==> src/cra_consts.vh <==
`ifndef CRA_CONSTS_VH
`define CRA_CONSTS_VH
// ==========================================================
// Register offsets
`define CRA_OFF_ACCD    8'h00
`define CRA_OFF_ACCA    8'h04
`define CRA_OFF_ACCB    8'h08
`define CRA_OFF_IDXX    8'h0c
`define CRA_OFF_IDXY    8'h10
`define CRA_OFF_STACK   8'h14
`define CRA_OFF_PC      8'h18
`define CRA_OFF_CCR     8'h1c
`define CRA_OFF_CMD     8'h20
`define CRA_OFF_STATUS  8'h24
`define CRA_OFF_EA      8'h28
`define CRA_OFF_QUEUE   8'h2c
// ==========================================================
// Condition code bits and reset value
`define CRA_CC_S        7
`define CRA_CC_X        6
`define CRA_CC_H        5
`define CRA_CC_I        4
`define CRA_CC_N        3
`define CRA_CC_Z        2
`define CRA_CC_V        1
`define CRA_CC_C        0
`define CRA_CCR_RESET   8'hd0
// ==========================================================
// Commands, modes and arithmetic operations
`define CRA_CMD_FETCH   3'h1
`define CRA_CMD_EA      3'h2
`define CRA_CMD_ALU     3'h3
`define CRA_CMD_CALL    3'h4
`define CRA_CMD_STOP    3'h5
`define CRA_MODE_INH    4'h0
`define CRA_MODE_IMM    4'h1
`define CRA_MODE_DIR    4'h2
`define CRA_MODE_EXT    4'h3
`define CRA_MODE_REL8   4'h4
`define CRA_MODE_REL16  4'h5
`define CRA_MODE_IDX    4'h6
`define CRA_ALU_ABA     4'h0
`define CRA_ALU_ADD     4'h1
`define CRA_ALU_ADC     4'h2
`define CRA_ALU_SUB     4'h3
`define CRA_ALU_LOAD    4'h4
// ==========================================================
// Fetch and addressing constants
`define CRA_PREFIX_PAGE2 8'h18
`define CRA_QDEPTH      3'h4
`define CRA_QLAST       3'h3
`define CRA_RR_X        2'h0
`define CRA_RR_Y        2'h1
`define CRA_RR_SP       2'h2
`define CRA_RR_PC       2'h3
`define CRA_ONE16       16'h0001
`define CRA_TWO16       16'h0002
`endif

==> src/cra_core.v <==
`timescale 1ns/100ps
`include "cra_consts.vh"
module cra_core (
  input  wire        pclk,
  input  wire        presetn,
  input  wire        psel,
  input  wire        penable,
  input  wire        pwrite,
  input  wire [7:0]  paddr,
  input  wire [31:0] pwdata,
  output reg  [31:0] prdata,
  output reg         pready,
  output reg         pslverr,
  output reg         mem_req,
  output reg         mem_we,
  output reg  [15:0] mem_addr,
  output reg  [7:0]  mem_wdata,
  input  wire [7:0]  mem_rdata,
  input  wire        mem_ack,
  input  wire        irq_req,
  input  wire        high_priority_irq_pin,
  output reg         irq_accept,
  output reg         high_priority_irq_accept,
  output reg         stopped
);

  // ==========================================================
  // States
  localparam [2:0] ST_IDLE   = 3'h0;
  localparam [2:0] ST_DECODE = 3'h1;
  localparam [2:0] ST_FETCH  = 3'h2;
  localparam [2:0] ST_INDHI  = 3'h3;
  localparam [2:0] ST_INDLO  = 3'h4;
  localparam [2:0] ST_PUSHHI = 3'h5;
  localparam [2:0] ST_PUSHLO = 3'h6;

  reg  [7:0]  acca_reg;
  reg  [7:0]  accb_reg;
  reg  [15:0] idxx_reg;
  reg  [15:0] idxy_reg;
  reg  [15:0] stack_reg;
  reg  [15:0] pc_reg;
  reg  [7:0]  ccr_reg;
  reg  [2:0]  state_reg;
  reg  [2:0]  cmd_reg;
  reg  [3:0]  mode_reg;
  reg  [7:0]  opnd_reg;
  reg  [2:0]  qcnt_reg;
  reg         page2_reg;
  reg         err_reg;
  reg  [15:0] fa_reg;
  reg  [15:0] ea_reg;
  reg  [7:0]  ptr_hi_reg;
  reg  [7:0]  q_reg [0:3];

  // ==========================================================
  // Functions
  function [15:0] base_sel;
    input [1:0]  rr;
    input [15:0] x;
    input [15:0] y;
    input [15:0] s;
    input [15:0] p;
    begin
      case (rr)
        `CRA_RR_X:  base_sel = x;
        `CRA_RR_Y:  base_sel = y;
        `CRA_RR_SP: base_sel = s;
        default:    base_sel = p;
      endcase
    end
  endfunction

  function [15:0] sext8;
    input [7:0] b;
    begin
      sext8 = {{8{b[7]}}, b};
    end
  endfunction

  // ==========================================================
  // Effective address decode
  wire [7:0]  pb  = q_reg[1];
  wire [7:0]  e1  = q_reg[2];
  wire [7:0]  e2  = q_reg[3];
  wire [15:0] acc_d = {acca_reg, accb_reg};
  reg  [15:0] ea_w;
  reg  [15:0] upd_w;
  reg  [1:0]  rr_w;
  reg         ind_w;
  reg         upd_en_w;
  reg         bad_w;
  reg  [15:0] base_w;
  reg  [15:0] off_w;

  always @* begin
    ea_w     = 16'h0000;
    upd_w    = 16'h0000;
    rr_w     = pb[7:6];
    ind_w    = 1'b0;
    upd_en_w = 1'b0;
    bad_w    = 1'b0;
    off_w    = 16'h0000;
    base_w   = 16'h0000;
    case (mode_reg)
      `CRA_MODE_INH:   ea_w = pc_reg;
      `CRA_MODE_IMM:   ea_w = pc_reg + `CRA_ONE16;
      `CRA_MODE_DIR:   ea_w = {8'h00, pb};
      `CRA_MODE_EXT:   ea_w = {pb, e1};
      `CRA_MODE_REL8:  ea_w = pc_reg + sext8(pb);
      `CRA_MODE_REL16: ea_w = pc_reg + {pb, e1};
      `CRA_MODE_IDX: begin
        if (pb[7:5] == 3'h7) begin
          rr_w   = pb[4:3];
          base_w = base_sel(rr_w, idxx_reg, idxy_reg, stack_reg,
                            pc_reg);
          if (!pb[2]) begin
            if (!pb[1])
              off_w = {{7{pb[0]}}, pb[0], e1};
            else
              off_w = {e1, e2};
            ind_w = pb[1] & pb[0];
          end else begin
            case (pb[1:0])
              2'h0:    off_w = {8'h00, acca_reg};
              2'h1:    off_w = {8'h00, accb_reg};
              default: off_w = acc_d;
            endcase
            ind_w = pb[1] & pb[0];
          end
          ea_w = base_w + off_w;
        end else if (!pb[5]) begin
          base_w = base_sel(rr_w, idxx_reg, idxy_reg, stack_reg,
                            pc_reg);
          off_w  = {{11{pb[4]}}, pb[4:0]};
          ea_w   = base_w + off_w;
        end else begin
          // The pc has no write path here, so it is refused as base.
          bad_w    = (rr_w == `CRA_RR_PC);
          base_w   = base_sel(rr_w, idxx_reg, idxy_reg, stack_reg,
                              pc_reg);
          off_w    = {{12{pb[3]}}, pb[3:0]} +
                     (pb[3] ? 16'h0000 : `CRA_ONE16);
          upd_w    = base_w + off_w;
          upd_en_w = ~bad_w;
          ea_w     = pb[4] ? base_w : upd_w;
        end
      end
      default: bad_w = 1'b1;
    endcase
  end

  // ==========================================================
  // Arithmetic and flags
  wire [4:0] half_sum;
  wire [8:0] full_sum;
  wire [8:0] full_dif;
  reg  [7:0] alu_b;
  reg        alu_cin;

  always @* begin
    alu_b   = opnd_reg;
    alu_cin = 1'b0;
    case (mode_reg)
      `CRA_ALU_ABA: alu_b   = accb_reg;
      `CRA_ALU_ADC: alu_cin = ccr_reg[`CRA_CC_C];
      default:      alu_cin = 1'b0;
    endcase
  end

  assign half_sum = {1'b0, acca_reg[3:0]} + {1'b0, alu_b[3:0]} +
                    {4'h0, alu_cin};
  assign full_sum = {1'b0, acca_reg} + {1'b0, alu_b} +
                    {8'h00, alu_cin};
  assign full_dif = {1'b0, acca_reg} - {1'b0, alu_b};

  reg [7:0] res_w;
  reg [7:0] ccr_alu_w;
  reg       alu_ok_w;

  always @* begin
    res_w     = full_sum[7:0];
    ccr_alu_w = ccr_reg;
    alu_ok_w  = 1'b1;
    case (mode_reg)
      `CRA_ALU_ABA, `CRA_ALU_ADD, `CRA_ALU_ADC: begin
        ccr_alu_w[`CRA_CC_H] = half_sum[4];
        ccr_alu_w[`CRA_CC_C] = full_sum[8];
        ccr_alu_w[`CRA_CC_V] = (acca_reg[7] & alu_b[7] & ~res_w[7]) |
                               (~acca_reg[7] & ~alu_b[7] & res_w[7]);
      end
      `CRA_ALU_SUB: begin
        res_w = full_dif[7:0];
        ccr_alu_w[`CRA_CC_C] = full_dif[8];
        ccr_alu_w[`CRA_CC_V] = (acca_reg[7] & ~alu_b[7] & ~res_w[7]) |
                               (~acca_reg[7] & alu_b[7] & res_w[7]);
      end
      `CRA_ALU_LOAD: begin
        res_w = opnd_reg;
        ccr_alu_w[`CRA_CC_V] = 1'b0;
      end
      default: alu_ok_w = 1'b0;
    endcase
    if (alu_ok_w) begin
      ccr_alu_w[`CRA_CC_N] = res_w[7];
      ccr_alu_w[`CRA_CC_Z] = (res_w == 8'h00);
    end else begin
      ccr_alu_w = ccr_reg;
    end
  end

  // ==========================================================
  // APB slave
  wire setup    = psel & ~penable;
  wire busy     = (state_reg != ST_IDLE);
  wire sel_ok   = (paddr == `CRA_OFF_ACCD)   | (paddr == `CRA_OFF_ACCA) |
                  (paddr == `CRA_OFF_ACCB)   | (paddr == `CRA_OFF_IDXX) |
                  (paddr == `CRA_OFF_IDXY)   | (paddr == `CRA_OFF_STACK) |
                  (paddr == `CRA_OFF_PC)     | (paddr == `CRA_OFF_CCR) |
                  (paddr == `CRA_OFF_CMD)    | (paddr == `CRA_OFF_STATUS) |
                  (paddr == `CRA_OFF_EA)     | (paddr == `CRA_OFF_QUEUE);
  wire wr_fire  = psel & penable & pready & pwrite & ~pslverr;
  reg  [31:0] rd_mux;

  function wr_hit;
    input [7:0] a;
    input [7:0] off;
    begin
      wr_hit = (a == off);
    end
  endfunction

  always @* begin
    case (paddr)
      `CRA_OFF_ACCD:   rd_mux = {16'h0000, acc_d};
      `CRA_OFF_ACCA:   rd_mux = {24'h000000, acca_reg};
      `CRA_OFF_ACCB:   rd_mux = {24'h000000, accb_reg};
      `CRA_OFF_IDXX:   rd_mux = {16'h0000, idxx_reg};
      `CRA_OFF_IDXY:   rd_mux = {16'h0000, idxy_reg};
      `CRA_OFF_STACK:  rd_mux = {16'h0000, stack_reg};
      `CRA_OFF_PC:     rd_mux = {16'h0000, pc_reg};
      `CRA_OFF_CCR:    rd_mux = {24'h000000, ccr_reg};
      `CRA_OFF_STATUS: rd_mux = {16'h0000, q_reg[0], stopped, page2_reg,
                                 err_reg, busy, 1'b0, qcnt_reg};
      `CRA_OFF_EA:     rd_mux = {16'h0000, ea_reg};
      `CRA_OFF_QUEUE:  rd_mux = {q_reg[0], q_reg[1], q_reg[2], q_reg[3]};
      default:         rd_mux = 32'h00000000;
    endcase
  end

  // Writes during a running command are refused so the engine
  // and software never both update the same register.
  always @(posedge pclk or negedge presetn) begin
    if (!presetn) begin
      pready  <= 1'b0;
      pslverr <= 1'b0;
      prdata  <= 32'h00000000;
    end else begin
      pready  <= setup;
      pslverr <= setup & (~sel_ok | (pwrite & busy));
      prdata  <= (setup & ~pwrite) ? rd_mux : 32'h00000000;
    end
  end

  // ==========================================================
  // Prefetch queue
  wire prefix_skip = (qcnt_reg == 3'h0) & ~page2_reg &
                     (mem_rdata == `CRA_PREFIX_PAGE2);
  wire q_load      = (state_reg == ST_FETCH) & mem_ack & ~prefix_skip;

  genvar gi;
  generate
    for (gi = 0; gi < 4; gi = gi + 1) begin : g_queue
      always @(posedge pclk) begin
        if (q_load && (qcnt_reg == gi))
          q_reg[gi] <= mem_rdata;
      end
    end
  endgenerate

  // ==========================================================
  // Programming model data registers, unaffected by reset
  wire cmd_wr = wr_fire & wr_hit(paddr, `CRA_OFF_CMD);
  wire do_ea  = (state_reg == ST_DECODE) & (cmd_reg == `CRA_CMD_EA) &
                ~bad_w;
  wire do_alu = (state_reg == ST_DECODE) & (cmd_reg == `CRA_CMD_ALU) &
                alu_ok_w;

  always @(posedge pclk) begin
    if (wr_fire && wr_hit(paddr, `CRA_OFF_ACCD))
      {acca_reg, accb_reg} <= pwdata[15:0];
    if (wr_fire && wr_hit(paddr, `CRA_OFF_ACCA))
      acca_reg <= pwdata[7:0];
    if (wr_fire && wr_hit(paddr, `CRA_OFF_ACCB))
      accb_reg <= pwdata[7:0];
    if (do_alu)
      acca_reg <= res_w;
    if (wr_fire && wr_hit(paddr, `CRA_OFF_IDXX))
      idxx_reg <= pwdata[15:0];
    if (wr_fire && wr_hit(paddr, `CRA_OFF_IDXY))
      idxy_reg <= pwdata[15:0];
    if (wr_fire && wr_hit(paddr, `CRA_OFF_STACK))
      stack_reg <= pwdata[15:0];
    if (wr_fire && wr_hit(paddr, `CRA_OFF_PC))
      pc_reg <= pwdata[15:0];
    if (do_ea && upd_en_w) begin
      case (rr_w)
        `CRA_RR_X: idxx_reg  <= upd_w;
        `CRA_RR_Y: idxy_reg  <= upd_w;
        default:   stack_reg <= upd_w;
      endcase
    end
    if ((state_reg == ST_DECODE) && (cmd_reg == `CRA_CMD_CALL))
      stack_reg <= stack_reg - `CRA_TWO16;
    if ((state_reg == ST_PUSHLO) && mem_ack)
      pc_reg <= ea_reg;
  end

  // ==========================================================
  // Command engine and memory port
  always @(posedge pclk or negedge presetn) begin
    if (!presetn) begin
      state_reg  <= ST_IDLE;
      cmd_reg    <= 3'h0;
      mode_reg   <= 4'h0;
      opnd_reg   <= 8'h00;
      qcnt_reg   <= 3'h0;
      page2_reg  <= 1'b0;
      err_reg    <= 1'b0;
      fa_reg     <= 16'h0000;
      ea_reg     <= 16'h0000;
      ptr_hi_reg <= 8'h00;
      ccr_reg    <= `CRA_CCR_RESET;
      mem_req    <= 1'b0;
      mem_we     <= 1'b0;
      mem_addr   <= 16'h0000;
      mem_wdata  <= 8'h00;
      stopped    <= 1'b0;
      irq_accept <= 1'b0;
      high_priority_irq_accept <= 1'b0;
    end else begin
      irq_accept <= irq_req & ~ccr_reg[`CRA_CC_I];
      high_priority_irq_accept <= high_priority_irq_pin &
                                  ~ccr_reg[`CRA_CC_X];
      if ((irq_req & ~ccr_reg[`CRA_CC_I]) |
          (high_priority_irq_pin & ~ccr_reg[`CRA_CC_X]))
        stopped <= 1'b0;
      if (wr_fire && wr_hit(paddr, `CRA_OFF_CCR))
        ccr_reg <= pwdata[7:0];
      if (mem_ack)
        mem_req <= 1'b0;
      case (state_reg)
        ST_IDLE: begin
          if (cmd_wr) begin
            cmd_reg   <= pwdata[2:0];
            mode_reg  <= pwdata[7:4];
            opnd_reg  <= pwdata[15:8];
            err_reg   <= 1'b0;
            state_reg <= ST_DECODE;
          end
        end
        ST_DECODE: begin
          state_reg <= ST_IDLE;
          case (cmd_reg)
            `CRA_CMD_FETCH: begin
              // Any byte address is a legal start for code.
              fa_reg    <= pc_reg;
              qcnt_reg  <= 3'h0;
              page2_reg <= 1'b0;
              mem_req   <= 1'b1;
              mem_we    <= 1'b0;
              mem_addr  <= pc_reg;
              state_reg <= ST_FETCH;
            end
            `CRA_CMD_EA: begin
              if (bad_w) begin
                err_reg <= 1'b1;
              end else begin
                ea_reg <= ea_w;
                if (ind_w) begin
                  mem_req   <= 1'b1;
                  mem_we    <= 1'b0;
                  mem_addr  <= ea_w;
                  state_reg <= ST_INDHI;
                end
              end
            end
            `CRA_CMD_ALU: begin
              if (alu_ok_w)
                ccr_reg <= ccr_alu_w;
              else
                err_reg <= 1'b1;
            end
            `CRA_CMD_CALL: begin
              mem_req   <= 1'b1;
              mem_we    <= 1'b1;
              mem_addr  <= stack_reg - `CRA_TWO16;
              mem_wdata <= pc_reg[15:8];
              state_reg <= ST_PUSHHI;
            end
            `CRA_CMD_STOP: begin
              if (!ccr_reg[`CRA_CC_S])
                stopped <= 1'b1;
            end
            default: err_reg <= 1'b1;
          endcase
        end
        ST_FETCH: begin
          if (mem_ack) begin
            if (prefix_skip)
              page2_reg <= 1'b1;
            else
              qcnt_reg <= qcnt_reg + 3'h1;
            fa_reg <= fa_reg + `CRA_ONE16;
            // The queue fills past three bytes so the extension of
            // a long indexed form is also at hand.
            if (!prefix_skip && (qcnt_reg == `CRA_QLAST)) begin
              state_reg <= ST_IDLE;
            end else begin
              mem_req  <= 1'b1;
              mem_addr <= fa_reg + `CRA_ONE16;
            end
          end
        end
        ST_INDHI: begin
          if (mem_ack) begin
            ptr_hi_reg <= mem_rdata;
            mem_req    <= 1'b1;
            mem_addr   <= ea_reg + `CRA_ONE16;
            state_reg  <= ST_INDLO;
          end
        end
        ST_INDLO: begin
          if (mem_ack) begin
            ea_reg    <= {ptr_hi_reg, mem_rdata};
            state_reg <= ST_IDLE;
          end
        end
        ST_PUSHHI: begin
          if (mem_ack) begin
            mem_req   <= 1'b1;
            mem_addr  <= stack_reg + `CRA_ONE16;
            mem_wdata <= pc_reg[7:0];
            state_reg <= ST_PUSHLO;
          end
        end
        ST_PUSHLO: begin
          if (mem_ack) begin
            mem_we    <= 1'b0;
            state_reg <= ST_IDLE;
          end
        end
        default: state_reg <= ST_IDLE;
      endcase
    end
  end

endmodule

==> config.mk <==
export PLATFORM = sky130hd
export DESIGN_NAME = cra_core
export DESIGN_NICKNAME = d
export VERILOG_FILES = /design/src/cra_core.v
export VERILOG_INCLUDE_DIRS = /design/src
export SDC_FILE = /design/constraint.sdc
export NUM_CORES = 1
export LEC_CHECK = 0
export BUFFER_PORTS_ARGS = -buffer_cell sky130_fd_sc_hd__buf_2
export CAP_MARGIN = 20
export CORE_ASPECT_RATIO = 1.75
export CORE_MARGIN = 1.5
export CORE_UTILIZATION = 45
export DETAILED_ROUTE_END_ITERATION = 10
export GPL_ROUTABILITY_DRIVEN = 0
export HOLD_SLACK_MARGIN = 0.06
export PLACE_DENSITY_LB_ADDON = 0.08
export REMOVE_ABC_BUFFERS = 1
export SLEW_MARGIN = 5
export SYNTH_ARGS = -nofsm -noshare
export SYNTH_HDL_FRONTEND = slang
export SYNTH_SLANG_ARGS = --single-unit
==> constraint.sdc <==
create_clock -name pclk -period 5.3 [get_ports pclk]
set_input_delay 0.795 -clock pclk [delete_from_list [all_inputs] [get_ports pclk]]
set_output_delay 0.795 -clock pclk [all_outputs]
set_load 0.005 [all_outputs]
==> impl_metrics.py <==
metrics = {
    "clock_network": {
        "clockBufferDepth": 3,
        "clk_pin_slew_ns": 0.07,
        "worstSkewPairLatency_ns": 0.58,
        "ctsHoldBuffers": 0,
        "clkSinkCount": 246,
        "cts_setup_buffers": 0,
        "clockRootBuffer": "clkbuf_16",
        "cts_tree": "done",
        "cts_resized": 0,
        "htreeDepth": 1,
        "cts_made_buffers": 26,
    },
    "power": {
        "clockPowerShare": 0.337,
        "p_sw_uw": 1939,
        "irDropWorstVdd_mv": 0.2937,
        "internal_power_uw": 3797,
        "switching_share": 0.3381,
        "p_total_uw": 5736,
        "leakage_uw": 0.008716,
        "pwr-share-seq": 0.445,
        "combinationalPowerShare": 0.218,
        "p_per_area_nw_per_um2": 276.7,
    },
    "logic_synthesis": {
        "synth.cell_area_sq_um": 18580,
        "synthTopCellsByArea": "dfrtp_1 (18%), edfxtp_1 (11%), ha_1 (5.9%), dfxtp_1 (5.1%), mux2_2 (5.0%)",
        "yosys.area.top_type_share": 0.1765,
        "synth_simple_gate_area_frac": 0.1614,
        "async_flop_share": 0.5447,
        "avgSynthCellArea_sq_um": 8.974,
        "synthFlopType": "dfrtp_1",
        "synth.area.mux_share": 0.1230,
        "synth_area_leader_cell": "dfrtp_1",
        "synth_seq_area_share": 0.3364,
        "netlist_instances": 2070,
        "synth-edff-count": 65,
        "synth-compound-area-share": 0.2293,
        "synth-seq-cells": 246,
        "yosys.area_share.adder": 0.06681,
        "yosys_warnings": 0,
        "synth_xor_xnor_area_share": 0.04378,
        "synth_top_family_by_area": "compound AO/OA/AOI/OAI gates",
        "synth_cell_type_count": 88,
    },
    "sta": {
        "worst_hold_slack_ns": 0.1450,
        "finalMaxSlewViolations": 0,
        "finalCritPeriodShare": 0.8775,
        "period_needed_ns": 4.651,
        "hold_violations": 0,
        "worst_pin_slew_ns": 1.194,
        "timing.final.setup_violations": 0,
        "slew_headroom": 0.2041,
        "clock_skew_ns": 0.01582,
        "finalSetupTns_ns": 0,
        "rsz0062_at_grt": "false",
        "fmaxAchievable_mhz": 215.0,
    },
    "finish": {
        "postLayoutCoreUtil": 0.5078,
        "drive_above_1_share": 0.1684,
        "layout_commonest_cell": "nand2_1",
        "nNetsFinal": 2293,
        "layout_common_cells": "nand2_1 (207), nor2_1 (168), o21ai_0 (139)",
        "n_fill_cell": 3886,
        "final_area_sq_um": 20730,
        "area_growth_pct": 11.62,
    },
    "placed_design": {
        "dp_hpwl_microns": 60510,
        "dpl_cell_area_sq_um": 19850,
        "port_buffers": 102,
    },
    "critical_path": {
        "cp_data_required_time_ns": 5.74,
        "crit_type": "flip-flop to flip-flop",
        "cp-start-kind": "flip-flop",
        "critPathMaxFanout": 12,
        "timing.rr.start": "mode_reg[1]$_DFFE_PN0P_",
        "reg2regPathDepth": 16,
        "reg2reg_to": "mem_addr[14]$_DFFE_PN0P_",
        "crit_path_end_kind": "flip-flop",
        "cp.arrival_ns": 5.09,
        "rrSetupSlack_ns": 0.65,
    },
    "drt": {
        "drt_iter0_drc": 1966,
        "vias": 17930,
        "routedWlPerCell_microns": 29.48,
        "ant_nets": 0,
        "viasPerCell": 6.610,
        "drt-total-wl_microns": 79990,
        "dr.pass1.iters": 6,
        "drc_errors": 0,
    },
    "global_route": {
        "grt_pass1_vias": 17560,
        "grt_pass1_wl_microns": 116700,
        "antenna_found_initial": 0,
        "gr-usage-all-layers": 0.3779,
        "grt_overflow": 0,
        "grt_max_degree": 58,
    },
    "floorplan": {
        "ios": 119,
        "die-height_microns": 271.8,
        "initial_core_util": 0.4550,
        "dieArea_sq_um": 42560,
        "die_w_microns": 156.6,
        "core-area_sq_um": 40830,
        "placementRows": 98,
    },
    "run": {
        "cap_violations": 0,
    },
    "run_status": {
        "status": "complete, no violations",
    },
    "hold_path": {
        "hp-class": "input pin to asynchronous set/reset pin",
    },
}
==> metrics by stage <==
| stage | setup WS [ns] | instances |
|---|---|---|
| 3_3_place_gp | 0.9273 | 2664 |
| 3_5_place_dp | 0.8050 | 2664 |
| 4_1_cts | 0.7963 | 2712 |
| 6_report | 0.6495 | 2713 |
| 5_1_grt | 0.3789 | 2712 |
| 2_1_floorplan | 0.5117 | 1942 |
==> cell type report <==
class	instances	area [sq um]	area share
repair buffers	172	1042	0.05027
flip-flops and latches	246	6250	0.3014
clock inverters	11	147.6	0.007120
well taps	550	688.2	0.03319
inverters	55	206.4	0.009957
multi-input cells	1641	11670	0.5626
clock buffers	37	732.0	0.03530
diodes	1	2.502	0.0001207
==> cells by family after synthesis <==
family	Yosys count
compound gates	640
xor+xnor	92
fa+ha+maj	95
buf+inv	183
flops	246
mux	178
simple gates	636
==> power groups by stage <==
stage | combinational [uW] | clock (uW) | sequential (uW)
floorplan | 793 | 0 | 2460
CTS | 1240 | 1950 | 2540
detailed placement | 1240 | 0 | 2570
global route | 1390 | 2020 | 2580
global placement | 1220 | 0 | 2560
finish | 1250 | 1940 | 2550
==> metal layers <==
layer,track usage,part of all wire
met1,0.4273,0.35
met2,0.6185,0.47
met3,0.06785,0.080
met4,0.3090,0.099
met5,0,0
==> how the worst max path moves through the flow <==
stage                                  from                        to
CTS                 mode_reg[3]$_DFFE_PN0P_    ccr_reg[1]$_DFFE_PN0P_
finish              mode_reg[1]$_DFFE_PN0P_  mem_addr[14]$_DFFE_PN0P_
global placement      q_reg[1][1]$_DFFE_PP_  mem_addr[12]$_DFFE_PN0P_
floorplan             q_reg[1][3]$_DFFE_PP_    ea_reg[10]$_DFFE_PN0P_
global route        mode_reg[1]$_DFFE_PN0P_  mem_addr[14]$_DFFE_PN0P_
detailed placement  mode_reg[3]$_DFFE_PN0P_    ccr_reg[1]$_DFFE_PN0P_
==> worst max-delay path: stages, from the launching register on <==
cell and delay (ns):
dfrtp_1 0.52, nor2_1 0.57, nand3b_1 0.41, nor2_1 0.18, a21oi_1 0.06, ha_1 0.22, inv_1 0.09, fa_1 0.22
nor2b_1 0.06, o21ai_0 0.24, a21boi_0 0.22, o311a_1 0.38, o41ai_1 0.59, or3_1 0.20, nand3_1 0.12, o21ai_0 0.30
a21oi_1 0.12
==> Yosys cell counts, types with 21 or more instances <==
library cell,n
mux2i_1,64
a22oi_1,65
nor2_1,171
mux2_2,82
and2_1,25
xnor2_1,57
a221oi_1,33
clkbuf_1,98
a22o_1,21
nand3_1,67
a31oi_1,22
xor2_1,34
o211ai_1,24
a21oi_1,134
mux4_2,32
nor3_1,47
dfxtp_1,47
edfxtp_1,65
nand2_1,207
a21o_1,23
inv_1,54
a211oi_1,26
o22ai_1,32
dfrtp_1,131
ha_1,88
o21ai_0,140
No activity file was read; power rests on OpenSTA's default activity.
